`src/rtl/pirc_pkg.sv`:
```
package pirc_pkg;

    // Register indices as numbered in the map; byte address is four times
    localparam logic [7:0] IDX_DEVICE_IDENTITY  = 8'h00;
    localparam logic [7:0] IDX_SILICON_REVISION = 8'h01;
    localparam logic [7:0] IDX_EMUL_REV_PROG_HI = 8'h02;
    localparam logic [7:0] IDX_PROGRAM_ID_LOW   = 8'h03;
    localparam logic [7:0] IDX_CONFIG_CTRL      = 8'h04;
    localparam logic [7:0] IDX_EVENT_FLAGS      = 8'h05;
    localparam logic [7:0] IDX_BACKUP_SCRATCH   = 8'h06;
    localparam logic [7:0] IDX_FUSE_MIRROR      = 8'h07;

    // Index field inside a byte address
    localparam int unsigned IDX_LSB = 2;
    localparam int unsigned IDX_MSB = 9;

    // Reset values and field positions
    localparam logic [7:0] CTRL_RST       = 8'h00;
    localparam logic [7:0] FLAGS_RST      = 8'h00;
    localparam logic [7:0] BACKUP_RST     = 8'h00;
    localparam logic [7:0] MIRROR_RST     = 8'h00;
    localparam logic [11:0] PROGRAM_IDENTITY_LOW_RST   = 12'h000;
    localparam logic [31:0] RDATA_RST     = 32'h0000_0000;
    localparam logic [3:0] CTRL_HI_RST    = 4'h0;
    localparam int unsigned CTRL_CAPT_EN  = 7;
    localparam logic       RESERVED_BIT   = 1'b0;
    localparam logic [23:0] UPPER_ZERO    = 24'h00_0000;

    // AHB encodings
    localparam logic [1:0] HTRANS_NONSEQ = 2'h2;
    localparam logic       HRESP_OKAY    = 1'b0;

    // Fuse bank contents presented by the fuse controller
    typedef struct packed {
        logic [11:0] fuse_program_identifier;
        logic [3:0]  ctrl_default;
        logic [7:0]  mirror_word;
    } pirc_fuse_s;

    // Trim values set at manufacture
    typedef struct packed {
        logic [3:0] part_number_field;
        logic [3:0] base_layer_revision;
        logic [3:0] interconnect_layer_revision;
        logic [2:0] emulation_revision;
    } pirc_trim_s;

    // Supply monitor levels, all synchronous to hclk
    typedef struct packed {
        logic input_undervoltage_threshold;
        logic backup_supply_rail;
        logic off_state_entry;
    } pirc_supply_s;

    // Word index of a byte address
    function automatic logic [7:0] pirc_index(input logic [31:0] addr);
        return addr[IDX_MSB:IDX_LSB];
    endfunction

endpackage

```
`src/rtl/pirc_regs.sv`:
```
// Our own choice: the AHB-Lite register port.
`timescale 1ns/100ps

// Functional notes
// - Undervoltage class resets when input below threshold
// - Fuse-mirror bits copy the programmed fuse contents
// - Off-state class resets on entry to off
// - Backup-loss class resets when input and rail lost
// - Flags read back; writing one clears them
// - Zero-default bits are driven to zero
// - F-default bits take reset value from fuses
module pirc_regs
    import pirc_pkg::*;
#(
    // Arbitrary neutral part family code
    parameter logic [3:0] PART_FAMILY = 4'h9
)(
    // Clock and reset
    input  wire logic         hclk,
    input  wire logic         hresetn,
    // AHB-Lite slave
    input  wire logic         hsel,
    input  wire logic [31:0]  haddr,
    input  wire logic [1:0]   htrans,
    input  wire logic         hwrite,
    input  wire logic [2:0]   hsize,
    input  wire logic [31:0]  hwdata,
    input  wire logic         hready,
    output logic      [31:0]  hrdata,
    output logic              hreadyout,
    output logic              hresp,
    // Device side
    input  wire pirc_fuse_s   fuse,
    input  wire logic         fuse_load,
    input  wire pirc_trim_s   trim,
    input  wire pirc_supply_s supply,
    input  wire logic [7:0]   event_in,
    output logic      [7:0]   config_ctrl,
    output logic      [7:0]   event_flags
);

    // Reset class conditions. Each class is cleared by its own trigger
    // only (besides hresetn): a flag wiped by the wrong event looks to
    // software like a lost event, which is harder to chase than a stuck
    // one. The monitors give levels, so a held condition simply keeps
    // its class at the default for as long as it lasts.
    logic uv_reset;
    logic off_reset;
    logic backup_reset;

    assign uv_reset     = supply.input_undervoltage_threshold;
    assign off_reset    = supply.off_state_entry;
    assign backup_reset = supply.input_undervoltage_threshold
                          && !supply.backup_supply_rail;

    // Bus state
    logic        wr_pend_ff;
    logic        nxt_wr_pend;
    logic [7:0]  wr_idx_ff;
    logic [7:0]  nxt_wr_idx;
    logic [31:0] hrdata_ff;
    logic [31:0] nxt_hrdata;
    logic        hreadyout_ff;
    logic        nxt_hreadyout;
    logic        hresp_ff;
    logic        nxt_hresp;

    // Register state: copies of the fuse bank, then the software words,
    // each of which belongs to exactly one reset class
    logic        fuse_pend_ff;
    logic        nxt_fuse_pend;
    logic [11:0] program_identity_low_ff;
    logic [11:0] nxt_program_identity_low;
    logic [7:0]  mirror_ff;
    logic [7:0]  nxt_mirror;
    logic [7:0]  ctrl_ff;
    logic [7:0]  nxt_ctrl;
    logic [7:0]  flags_ff;
    logic [7:0]  nxt_flags;
    logic [7:0]  backup_ff;
    logic [7:0]  nxt_backup;
    logic        fuse_reload;
    logic        ctrl_reload;
    logic        capture_en;

    logic        addr_take;
    logic        wr_now;
    logic [7:0]  wbyte;

    assign addr_take = hsel && hready && (htrans == HTRANS_NONSEQ);
    assign wr_now    = wr_pend_ff;
    assign wbyte     = hwdata[7:0];

    // Fuse copy is refreshed after reset, on request and on off entry;
    // the control word has no separate load request of its own
    assign fuse_reload = fuse_pend_ff || fuse_load || off_reset;
    assign ctrl_reload = fuse_pend_ff || off_reset;

    // Capture enable comes from the registered word, so an event in the
    // cycle whose write sets it is not yet flagged
    assign capture_en  = ctrl_ff[CTRL_CAPT_EN];

    // Data phase of a write to the given word; the index was latched in
    // the address phase because haddr already belongs to the next one
    function automatic logic wr_hit(input logic [7:0] idx);
        return wr_now && (wr_idx_ff == idx);
    endfunction

    // Read mux for a register index; unmapped words read zero. The
    // identity words have no write path at all, so a stray write to
    // them cannot disturb what software uses to recognise the part.
    function automatic logic [7:0] rd_byte(input logic [7:0] idx);
        logic [7:0] v;
        v = 8'h00;
        unique case (idx)
            IDX_DEVICE_IDENTITY:  v = {PART_FAMILY, trim.part_number_field};
            IDX_SILICON_REVISION: v = {trim.base_layer_revision,
                                       trim.interconnect_layer_revision};
            IDX_EMUL_REV_PROG_HI: v = {program_identity_low_ff[11:8], RESERVED_BIT,
                                       trim.emulation_revision};
            IDX_PROGRAM_ID_LOW:   v = program_identity_low_ff[7:0];
            IDX_CONFIG_CTRL:      v = ctrl_ff;
            IDX_EVENT_FLAGS:      v = flags_ff;
            IDX_BACKUP_SCRATCH:   v = backup_ff;
            IDX_FUSE_MIRROR:      v = mirror_ff;
            default:              v = 8'h00;
        endcase
        return v;
    endfunction

    // Address phase capture; zero wait states so read data is set up
    // at the address edge and stands through the data phase. A read of
    // a word whose write is still in its data phase returns the old
    // value; software that needs the new one reads it again.
    always_comb
    begin
        nxt_wr_pend   = addr_take && hwrite;
        nxt_wr_idx    = addr_take ? pirc_index(haddr) : wr_idx_ff;
        nxt_hrdata    = hrdata_ff;
        nxt_hreadyout = 1'b1; // Zero wait states
        nxt_hresp     = HRESP_OKAY; // No error path
        if (addr_take && !hwrite)
        begin
            nxt_hrdata = {UPPER_ZERO, rd_byte(pirc_index(haddr))};
        end
    end

    // Bus flops; hreadyout is low in reset, so no transfer is taken
    // before the first edge after release has loaded the fuse copy
    always_ff @(posedge hclk or negedge hresetn)
    begin
        if (!hresetn)
        begin
            wr_pend_ff   <= 1'b0;
            wr_idx_ff    <= IDX_DEVICE_IDENTITY;
            hrdata_ff    <= RDATA_RST;
            hreadyout_ff <= 1'b0;
            hresp_ff     <= HRESP_OKAY;
        end
        else
        begin
            wr_pend_ff   <= nxt_wr_pend;
            wr_idx_ff    <= nxt_wr_idx;
            hrdata_ff    <= nxt_hrdata;
            hreadyout_ff <= nxt_hreadyout;
            hresp_ff     <= nxt_hresp;
        end
    end

    // Fuse-loaded contents: reloaded after reset release, on request
    // and on entry to off. Async reset may only load constants, so the
    // fuse copy waits for the first edge after release.
    always_comb
    begin
        nxt_fuse_pend = 1'b0;
        nxt_program_identity_low   = program_identity_low_ff;
        nxt_mirror    = mirror_ff;
        if (fuse_reload)
        begin
            nxt_program_identity_low = fuse.fuse_program_identifier;
            nxt_mirror  = fuse.mirror_word;
        end
        // Writes to identity and mirror words are dropped here
    end

    always_ff @(posedge hclk or negedge hresetn)
    begin
        if (!hresetn)
        begin
            fuse_pend_ff <= 1'b1;
            program_identity_low_ff   <= PROGRAM_IDENTITY_LOW_RST;
            mirror_ff    <= MIRROR_RST;
        end
        else
        begin
            fuse_pend_ff <= nxt_fuse_pend;
            program_identity_low_ff   <= nxt_program_identity_low;
            mirror_ff    <= nxt_mirror;
        end
    end

    // Control word: off-state class, upper nibble defaults to zero,
    // lower nibble to the fuse default. The capture enable sits in the
    // upper nibble, so it comes up off and no event is flagged before
    // software has set things up.
    always_comb
    begin
        nxt_ctrl = ctrl_ff;
        if (wr_hit(IDX_CONFIG_CTRL))
        begin
            nxt_ctrl = wbyte;
        end
        // A reload beats a write landing in the same cycle
        if (ctrl_reload)
        begin
            nxt_ctrl = {CTRL_HI_RST, fuse.ctrl_default};
        end
    end

    // Off-state class register
    always_ff @(posedge hclk or negedge hresetn)
    begin
        if (!hresetn)
        begin
            ctrl_ff <= CTRL_RST;
        end
        else
        begin
            ctrl_ff <= nxt_ctrl;
        end
    end

    // Event flags: undervoltage class; a new event beats a clear in
    // the same cycle so no event is lost
    always_comb
    begin
        nxt_flags = flags_ff;
        // Later assignments win: clear, then capture, then the class
        // reset, so an event beats a clear but never an undervoltage
        if (wr_hit(IDX_EVENT_FLAGS))
        begin
            nxt_flags = flags_ff & ~wbyte;
        end
        if (capture_en)
        begin
            nxt_flags = nxt_flags | event_in;
        end
        if (uv_reset)
        begin
            nxt_flags = FLAGS_RST;
        end
    end

    // Undervoltage class register
    always_ff @(posedge hclk or negedge hresetn)
    begin
        if (!hresetn)
        begin
            flags_ff <= FLAGS_RST;
        end
        else
        begin
            flags_ff <= nxt_flags;
        end
    end

    // Scratch word that survives everything but hresetn and loss of both supplies;
    // an undervoltage dip with the backup rail still present leaves it
    always_comb
    begin
        nxt_backup = backup_ff;
        if (wr_hit(IDX_BACKUP_SCRATCH))
        begin
            nxt_backup = wbyte;
        end
        if (backup_reset)
        begin
            nxt_backup = BACKUP_RST;
        end
    end

    // Backup-loss class register
    always_ff @(posedge hclk or negedge hresetn)
    begin
        if (!hresetn)
        begin
            backup_ff <= BACKUP_RST;
        end
        else
        begin
            backup_ff <= nxt_backup;
        end
    end

    // Outputs straight from flops, hresp included, so that every port
    // has the same clock-to-output timing
    assign hrdata      = hrdata_ff;
    assign hreadyout   = hreadyout_ff;
    assign hresp       = hresp_ff;
    assign config_ctrl = ctrl_ff;
    assign event_flags = flags_ff;

endmodule // pirc_regs

```
`config.mk`:
```
export PLATFORM = sky130hd
export DESIGN_NAME = pirc_regs
export DESIGN_NICKNAME = d
export VERILOG_FILES = /design/src/rtl/pirc_pkg.sv /design/src/rtl/pirc_regs.sv
export SDC_FILE = /design/constraint.sdc
export NUM_CORES = 1
export LEC_CHECK = 0
export BUFFER_PORTS_ARGS = -buffer_cell sky130_fd_sc_hd__buf_2
export CELL_PAD_IN_SITES_DETAIL_PLACEMENT = 0
export CELL_PAD_IN_SITES_GLOBAL_PLACEMENT = 1
export CORE_MARGIN = 4
export CORE_UTILIZATION = 32
export DETAILED_ROUTE_END_ITERATION = 10
export GPL_ROUTABILITY_DRIVEN = 0
export GPL_TIMING_DRIVEN = 0
export HOLD_SLACK_MARGIN = 0.08
export PLACE_DENSITY_LB_ADDON = 0.1
export SLEW_MARGIN = 10
export SYNTH_ARGS = -nofsm -noshare
export SYNTH_HDL_FRONTEND = slang
export SYNTH_SLANG_ARGS = --single-unit
export TNS_END_PERCENT = 30
```
`constraint.sdc`:
```
create_clock -name hclk -period 2.8 [get_ports hclk]
set_clock_uncertainty 0.05 [all_clocks]
set_input_delay 0.28 -clock hclk [delete_from_list [all_inputs] [get_ports hclk]]
set_output_delay 0.28 -clock hclk [all_outputs]
set_load 0.01 [all_outputs]
```
==> results of run 1 <==
layout by cell type (no fill, tap or decap), types with 2 or more instances in the layout:
cell and n:
dfrtp_1 62, a22o_1 5, conb_1 27, nor2b_1 5, mux2_2 34, inv_1 2, nor3_1 2, buf_2 98
clkbuf_1 12, buf_4 26, o21ai_0 23, a21oi_1 9, buf_1 3, mux2i_1 22, mux4_2 7, nor4_4 2
clkbuf_8 12, nor2_1 17, or4b_4 2, a222oi_1 2, clkinv_2 2, nand2_1 30, nand3_1 2
state kept, by name, indices dropped and copies added, names as in the netlist:
signal and flops:
hrdata 8, config_ctrl 8, hreadyout 1, program_identity_low_ff 12, wr_now 1, wr_idx_ff 8
event_flags 8, fuse_pend_ff 1, mirror_ff 8, backup_ff 8
cell usage after synthesis (3+ instances only):
library cell	count
mux4_2	7
buf_2	3
nor2b_1	5
a22o_1	5
buf_1	3
dfrtp_1	62
buf_4	25
o21ai_0	23
clkbuf_1	11
nand2_1	30
nor2_1	17
a21oi_1	9
mux2_2	34
mux2i_1	22
worst max-delay path by stage:
| stage | start | endpoint | slack (ps) | depth (start not counted) |
|---|---|---|---|---|
| after detailed placement | haddr[3] | hrdata[4]$_DFFE_PN0P_ | 600 | 6 |
| after global placement | wr_idx_ff[4]$_DFFE_PN0P_ | event_flags[4]$_DFF_PN0_ | 630 | 5 |
| after floorplan | wr_idx_ff[4]$_DFFE_PN0P_ | backup_ff[0]$_DFFE_PN0P_ | 840 | 5 |
| after global routing | wr_idx_ff[4]$_DFFE_PN0P_ | event_flags[1]$_DFF_PN0_ | 510 | 5 |
| final | wr_idx_ff[4]$_DFFE_PN0P_ | event_flags[1]$_DFF_PN0_ | 620 | 5 |
| after CTS | wr_idx_ff[4]$_DFFE_PN0P_ | event_flags[1]$_DFF_PN0_ | 630 | 5 |
cells by family after synthesis:
group | count (synthesis) | share of synthesized area, %
muxes | 63 | 23.4
AOI/OAI and AO/OA | 44 | 8.11
and+or+nand+nor | 69 | 11.4
DFF | 63 | 48.5
buffers and inverters | 45 | 8.42
other | 2 | 0.231
worst register-to-register path, delay by kind of cell (launching register included):
kind / cells / cell delay [ps]
AO/OA/AOI/OAI: 2 / 330
flip-flops: 1 / 380
buffers and inverters: 1 / 240
AND/OR/NAND/NOR: 2 / 1060
per-layer routing:
layer | vias up | routed length (um)
li1 | 1225 | -
met1 | 1182 | 4160
met2 | 86 | 4110
met3 | 11 | 531
met4 | 0 | 103
met5 | - | 0
power groups by stage:
stage | Clock [mW] | Combinational (mW) | Sequential, mW
after detailed placement | 0 | 0.320 | 1.02
after floorplan | 0 | 0.187 | 1.01
after global placement | 0 | 0.312 | 1.02
after CTS | 0.856 | 0.322 | 1.00
final | 0.836 | 0.316 | 1.00
after global routing | 0.907 | 0.350 | 1.01
area by class of cell:
class	instances	area share, %
Multi-Input combinational cell	203	35.3
Inverter	2	0.177
Sequential cell	63	37.2
Tap cell	133	3.92
Clock inverter	3	0.943
Timing Repair Buffer	98	12.3
Clock buffer	13	3.98
Buffer	43	6.28
per-stage QoR:
step	std cells	cell area [um^2]	utilization [%]
floorplan	311	3350	-
global placement	540	4000	40.7
detailed placement	541	4030	41.0
CTS	558	4250	43.2
global route	558	4250	43.2
finish	558	4250	43.2
==> results.sh, run 1 <==
export IMPL_clkPwrFrac_pct=38.8
export IMPL_grt_pass1_vias=2481
export IMPL_r2r_start="wr_idx_ff[4]$_DFFE_PN0P_"
export IMPL_ctsResizeCount=0
export IMPL_layout_min_cycle_time_ps=2180
export IMPL_netlist_area_um2=3260
export IMPL_maxSlewViolCount=0
export IMPL_diodes=0
export IMPL_synth_warnings=0
export IMPL_yosysSeqAreaShare_pct=48.5
export IMPL_dpl_worst_slack_ps=602
export IMPL_finalCritPeriodShare_pct=77.9
export IMPL_seqPwrFrac_pct=46.5
export IMPL_final_hold_viol_count=0
export IMPL_final_setup_viol_count=0
export IMPL_ctsHoldBuffers=1
export IMPL_async_reset_ff_share_pct=100
export IMPL_p_int_mw=1.61
export IMPL_dieArea_um2=11900
export IMPL_tns_ps=0
export IMPL_rows=36
export IMPL_maxCapViolations=0
export IMPL_tightestPinTransition_ps=604
export IMPL_peakVddDrop_uv=200
export IMPL_criticalPathCategory="reg2reg"
export IMPL_initial_utilization_pct=33.2
export IMPL_cts_setup_buffers=0
export IMPL_boundaryPins=175
export IMPL_cts_num_sinks=63
export IMPL_cts_root_buf="clkbuf_8"
export IMPL_first_iter_violations=93
export IMPL_worst_path_buf_inv=1
export IMPL_leakage_nw=2.11
export IMPL_rsz0062_at_grt="no"
export IMPL_antenna_found_initial=0
export IMPL_yosysTopAreaCell="dfrtp_1"
export IMPL_worstSkewPairLatency_ps=330
export IMPL_maxSlewHeadroom_pct=59.7
export IMPL_hold_slack_ps=93.6
export IMPL_grt_use_met3_pct=3.79
export IMPL_vias_per_cell=4.49
export IMPL_fmax_mhz=458
export IMPL_switching_share_pct=25.4
export IMPL_wl_mm=8.90
export IMPL_synth_top_cell_area_share_pct=47.7
export IMPL_critPathSlowestCell="or4b_4"
export IMPL_grt_busiest_layer="met2"
export IMPL_firstDrtPassIters=5
export IMPL_grt_pass1_wl_mm=13.4
export IMPL_n_fill_cell=1049
export IMPL_gr_total_overflow=0
export IMPL_layout_nets=545
export IMPL_start_kind="flip-flop"
export IMPL_worstHoldStart="fuse[11]"
export IMPL_yosysUniqueCellTypes=37
export IMPL_critPathMaxStageDelay_ps=600
export IMPL_clk_path_buf_depth=2
export IMPL_synth_ff_type="dfrtp_1"
export IMPL_grt_use_total_pct=15.3
export IMPL_drtAntennaViolNets=0
export IMPL_worstSetupEndpointType="flip-flop"
export IMPL_holdPathStages=3
export IMPL_hold_end="config_ctrl[3]$_DFFE_PN0P_"
export IMPL_met2_usage_pct=23.7
export IMPL_cp_max_fo=9
export IMPL_r2r_setup_slack_ps=620
export IMPL_synth_enable_flop_cells=0
export IMPL_drc=0
export IMPL_cp_cell_sequence="or4b_4 > or3_2 > clkbuf_1 > o21ai_0 > a21oi_1"
export IMPL_coreArea_um2=9820
export IMPL_fp_dieW_um=109
export IMPL_gr_usage_met1_pct=21.1
export IMPL_synth_seq_cells=63
export IMPL_routedWlPerCell_um=16.0
export IMPL_seq_area_um2=1580
export IMPL_path_delay_family="simple AND/OR/NAND/NOR gates"
export IMPL_avgSynthCellArea_um2=11.4
export IMPL_status="finished clean"
export IMPL_routed_via_count=2504
export IMPL_synth_area_leaders="dfrtp_1 48%, mux2_2 12%, mux2i_1 6.8%"
export IMPL_switching_power_uw=547
export IMPL_r2r_worst_path_cells=5
export IMPL_finalPower_mw=2.15
export IMPL_cts_tree="yes"
export IMPL_syn_to_final_growth_pct=30.4
export IMPL_clk_pin_slew_ps=70
export IMPL_htreeDepth=3
export IMPL_powerDensity_nw_per_um2=507
export IMPL_synthCells=286
export IMPL_reg2reg_to="event_flags[1]$_DFF_PN0_"
export IMPL_port_buffers=96
export IMPL_drive_gt1_share_pct=45.2
export IMPL_cp_required_ps=2950
export IMPL_numCtsBuffers=9
export IMPL_fin_ws_ps=618
export IMPL_die_h_um=109
export IMPL_grt_start_max_net_pins=63
export IMPL_dp_hpwl_mm=6.95
export IMPL_multi_input_area_um2=1500
export IMPL_hold_class="in2reg"
export IMPL_combPwrFrac_pct=14.7
export IMPL_critPathArrivalTime_ps=2330
Power figures use the tool's default switching activity.
==> run 2, diff against run 1 <==
--- a/config.mk
+++ b/config.mk
@@ -5,6 +5,7 @@
 export SDC_FILE = /design/constraint.sdc
 export NUM_CORES = 1
 export LEC_CHECK = 0
+export ABC_AREA = 1
 export BUFFER_PORTS_ARGS = -buffer_cell sky130_fd_sc_hd__buf_2
 export CELL_PAD_IN_SITES_DETAIL_PLACEMENT = 0
 export CELL_PAD_IN_SITES_GLOBAL_PLACEMENT = 1
==> constraint.sdc (replaced) <==
create_clock -name hclk -period 2.2 [get_ports hclk]
set_clock_uncertainty 0.05 [all_clocks]
set_input_delay 0.22 -clock hclk [delete_from_list [all_inputs] [get_ports hclk]]
set_output_delay 0.22 -clock hclk [all_outputs]
set_load 0.01 [all_outputs]
==> run 2 against run 1 <==
  * Final area is 11% higher
  * Setup slack worse by 220 ps
  * Combinational power rose by 34%
  * Non-clock buffer count is 27 higher
  * Die area increased by 3.8%
  * Area after synthesis grew 4.2%
  * Wire length increased by 15%
  * Synthesized cell count increased by 44%
  * Critical path type is now in2reg
  * Critical endpoint is now hrdata[2]$_DFFE_PN0P_
  * Largest cell class is now multi-input gates
==> results.sh, run 2 <==
export IMPL_synth_ff_type="dfrtp_1"
export IMPL_maxSlewHeadroom_pct=52.9
export IMPL_status="finished clean"
export IMPL_top_register="program_identity_low_ff"
export IMPL_antenna_found_initial=0
export IMPL_powerDensity_nw_per_um2=584
export IMPL_die_h_um=111
export IMPL_port_buffers=97
export IMPL_seqPwrFrac_pct=47.2
export IMPL_layout_common_cells="111 x nand2_1, 103 x buf_2, 73 x nand3_1, 62 x dfrtp_1, 49 x nor2_1"
export IMPL_clk_pin_slew_ps=70
export IMPL_switching_share_pct=27.2
export IMPL_crit_start="haddr[9]"
export IMPL_dp_hpwl_mm=7.70
export IMPL_yosysUniqueCellTypes=24
export IMPL_r2r_start="wr_idx_ff[7]$_DFFE_PN0P_"
export IMPL_critPathSlowestCell="dlygate4sd3_1"
export IMPL_gr_total_overflow=0
export IMPL_grt_pass1_wl_mm=17.1
export IMPL_combPwrFrac_pct=15.5
export IMPL_worstSetupEndpointType="flip-flop"
export IMPL_htreeDepth=3
export IMPL_worstSkewPairLatency_ps=340
export IMPL_fmax_mhz=556
export IMPL_critPathMaxStageDelay_ps=530
export IMPL_boundaryPins=175
export IMPL_wl_mm=10.2
export IMPL_criticalPathCategory="in2reg"
export IMPL_synth_seq_cells=63
export IMPL_maxCapViolations=0
export IMPL_peakVddDrop_uv=298
export IMPL_syn_to_final_growth_pct=38.9
export IMPL_tightestPinTransition_ps=704
export IMPL_start_kind="primary input"
export IMPL_grt_use_total_pct=17.3
export IMPL_drtAntennaViolNets=0
export IMPL_initial_utilization_pct=32.8
export IMPL_async_reset_ff_share_pct=100
export IMPL_grt_pass1_vias=3394
export IMPL_cp_cell_sequence="dlygate4sd3_1 > buf_2 > nor2_1 > nand2_1 > inv_2 > buf_2 > nand3_1 > nand2_1 > nor2_1 > nand2_1 > nand2_1 > nand2_1"
export IMPL_synthCells=412
export IMPL_synth_top_cell_area_share_pct=45.8
export IMPL_maxSlewViolCount=0
export IMPL_final_common_cell="nand2_1"
export IMPL_dieArea_um2=12300
export IMPL_cts_num_sinks=63
export IMPL_leakage_nw=2.55
export IMPL_firstDrtPassIters=4
export IMPL_critPathArrivalTime_ps=2030
export IMPL_cp_endpoint="hrdata[2]$_DFFE_PN0P_"
export IMPL_cts_setup_buffers=0
export IMPL_finalCritPeriodShare_pct=81.7
export IMPL_tns_ps=0
export IMPL_numCtsBuffers=9
export IMPL_grt_start_max_net_pins=47
export IMPL_switching_power_uw=749
export IMPL_cp_required_ps=2440
export IMPL_r2r_setup_slack_ps=500
export IMPL_routed_via_count=3237
export IMPL_yosysTopAreaCell="dfrtp_1"
export IMPL_rows=37
export IMPL_p_int_mw=2.00
export IMPL_drive_gt1_share_pct=32.0
export IMPL_layout_nets=705
export IMPL_cp_max_fo=10
export IMPL_diodes=0
export IMPL_fin_ws_ps=403
export IMPL_cts_tree="yes"
export IMPL_critical_path_most_common_cell="nand2_1"
export IMPL_hold_class="in2reg"
export IMPL_synthTopCellsByCount="111 x nand2_1, 73 x nand3_1, 62 x dfrtp_1, 49 x nor2_1, 28 x mux2_2"
export IMPL_coreArea_um2=10300
export IMPL_r2r_worst_path_cells=7
export IMPL_final_setup_viol_count=0
export IMPL_worstHoldStart="hwdata[6]"
export IMPL_synth_enable_flop_cells=0
export IMPL_cts_root_buf="clkbuf_8"
export IMPL_yosysSeqAreaShare_pct=46.5
export IMPL_first_iter_violations=122
export IMPL_dpl_worst_slack_ps=499
export IMPL_routedWlPerCell_um=14.2
export IMPL_synth_area_leaders="dfrtp_1 46%, nand2_1 12%, nand3_1 11%"
export IMPL_clkPwrFrac_pct=37.3
export IMPL_reg2reg_to="config_ctrl[7]$_DFFE_PN0P_"
export IMPL_yosysMostFrequentCell="nand2_1"
export IMPL_largest_reg_flops=12
export IMPL_avgSynthCellArea_um2=8.23
export IMPL_vias_per_cell=4.49
export IMPL_fp_dieW_um=111
export IMPL_rsz0062_at_grt="no"
export IMPL_clk_path_buf_depth=2
export IMPL_layout_min_cycle_time_ps=1800
export IMPL_final_hold_viol_count=0
export IMPL_synth_warnings=0
export IMPL_netlist_area_um2=3390
export IMPL_drc=0
==> run 2: logic make-up (layout without fill, tap and decap cells) <==
| kind of cell | after synthesis | after routing | synth area share, % |
|---|---|---|---|
| simple gates | 244 | 244 | 31.8 |
| flops | 63 | 63 | 46.5 |
| buf+inv | 55 | 203 | 9.23 |
| mux | 28 | 28 | 9.30 |
| compound gates | 20 | 20 | 2.95 |
| other cells | 2 | 27 | 0.221 |
==> run 2: power by group through the flow <==
stage / logic, mW / clock network, mW / registers (mW)
after detailed placement: 0.382 / 0 / 1.32
final: 0.425 / 1.03 / 1.30
after floorplan: 0.210 / 0 / 1.32
after CTS: 0.427 / 1.04 / 1.30
after global routing: 0.478 / 1.11 / 1.31
after global placement: 0.372 / 0 / 1.32
==> run 2: worst min-delay path by stage <==
stage	endpoint	depth (start not counted)
after global placement	mirror_ff[2]$_DFFE_PN0P_	2
after CTS	mirror_ff[6]$_DFFE_PN0P_	2
after floorplan	backup_ff[0]$_DFFE_PN0P_	0
after detailed placement	hrdata[1]$_DFFE_PN0P_	1
after global routing	config_ctrl[5]$_DFFE_PN0P_	3
final	config_ctrl[6]$_DFFE_PN0P_	3
==> run 2: metal layers <==
layer / GRT usage (%) / part of all wire (%) / routed length, um / vias up
met3: 4.26 / 5.7 / 585 / 13
met4: 4.60 / 1.6 / 160 / 0
li1: - / - / - / 1624
met2: 28.8 / 48 / 4870 / 94
met5: 0 / 0 / 0 / -
met1: 22.6 / 45 / 4590 / 1506
==> run 2: critical path: cells and delay by family <==
kind	cells	cell delay, ps
buffers and inverters	4	1070
and+or+nand+nor	8	760
==> run 2: layout make-up <==
cell class | instances | area [um^2]
fillers | 1095 | 5620
multi-input cells | 319 | 1590
flip-flops and latches | 63 | 1580
repair buffers | 132 | 856
plain buffers | 36 | 241
well taps | 136 | 170
clock buffers | 10 | 138
inverters | 19 | 71.3
clock inverters | 6 | 60.1
==> run 2: timing repair <==
action                                 4_1_cts  5_1_grt
gates resized for setup                      0        0
hold buffers                                33        1
endpoints found under the hold margin       94        1
==> run 2: metrics by stage <==
step                utilization [%]  instances  hold slack (ps)  instance area, um^2  total power, mW
finish                         45.6        721             95.7                 4710             2.75
detailed placement             40.4        671             69.5                 4170             1.70
floorplan                         -        437             -126                 3480             1.53
global route                   45.6        721             81.0                 4710             2.90
CTS                            45.5        720             88.5                 4700             2.77
global placement               40.1        670              404                 4140             1.69
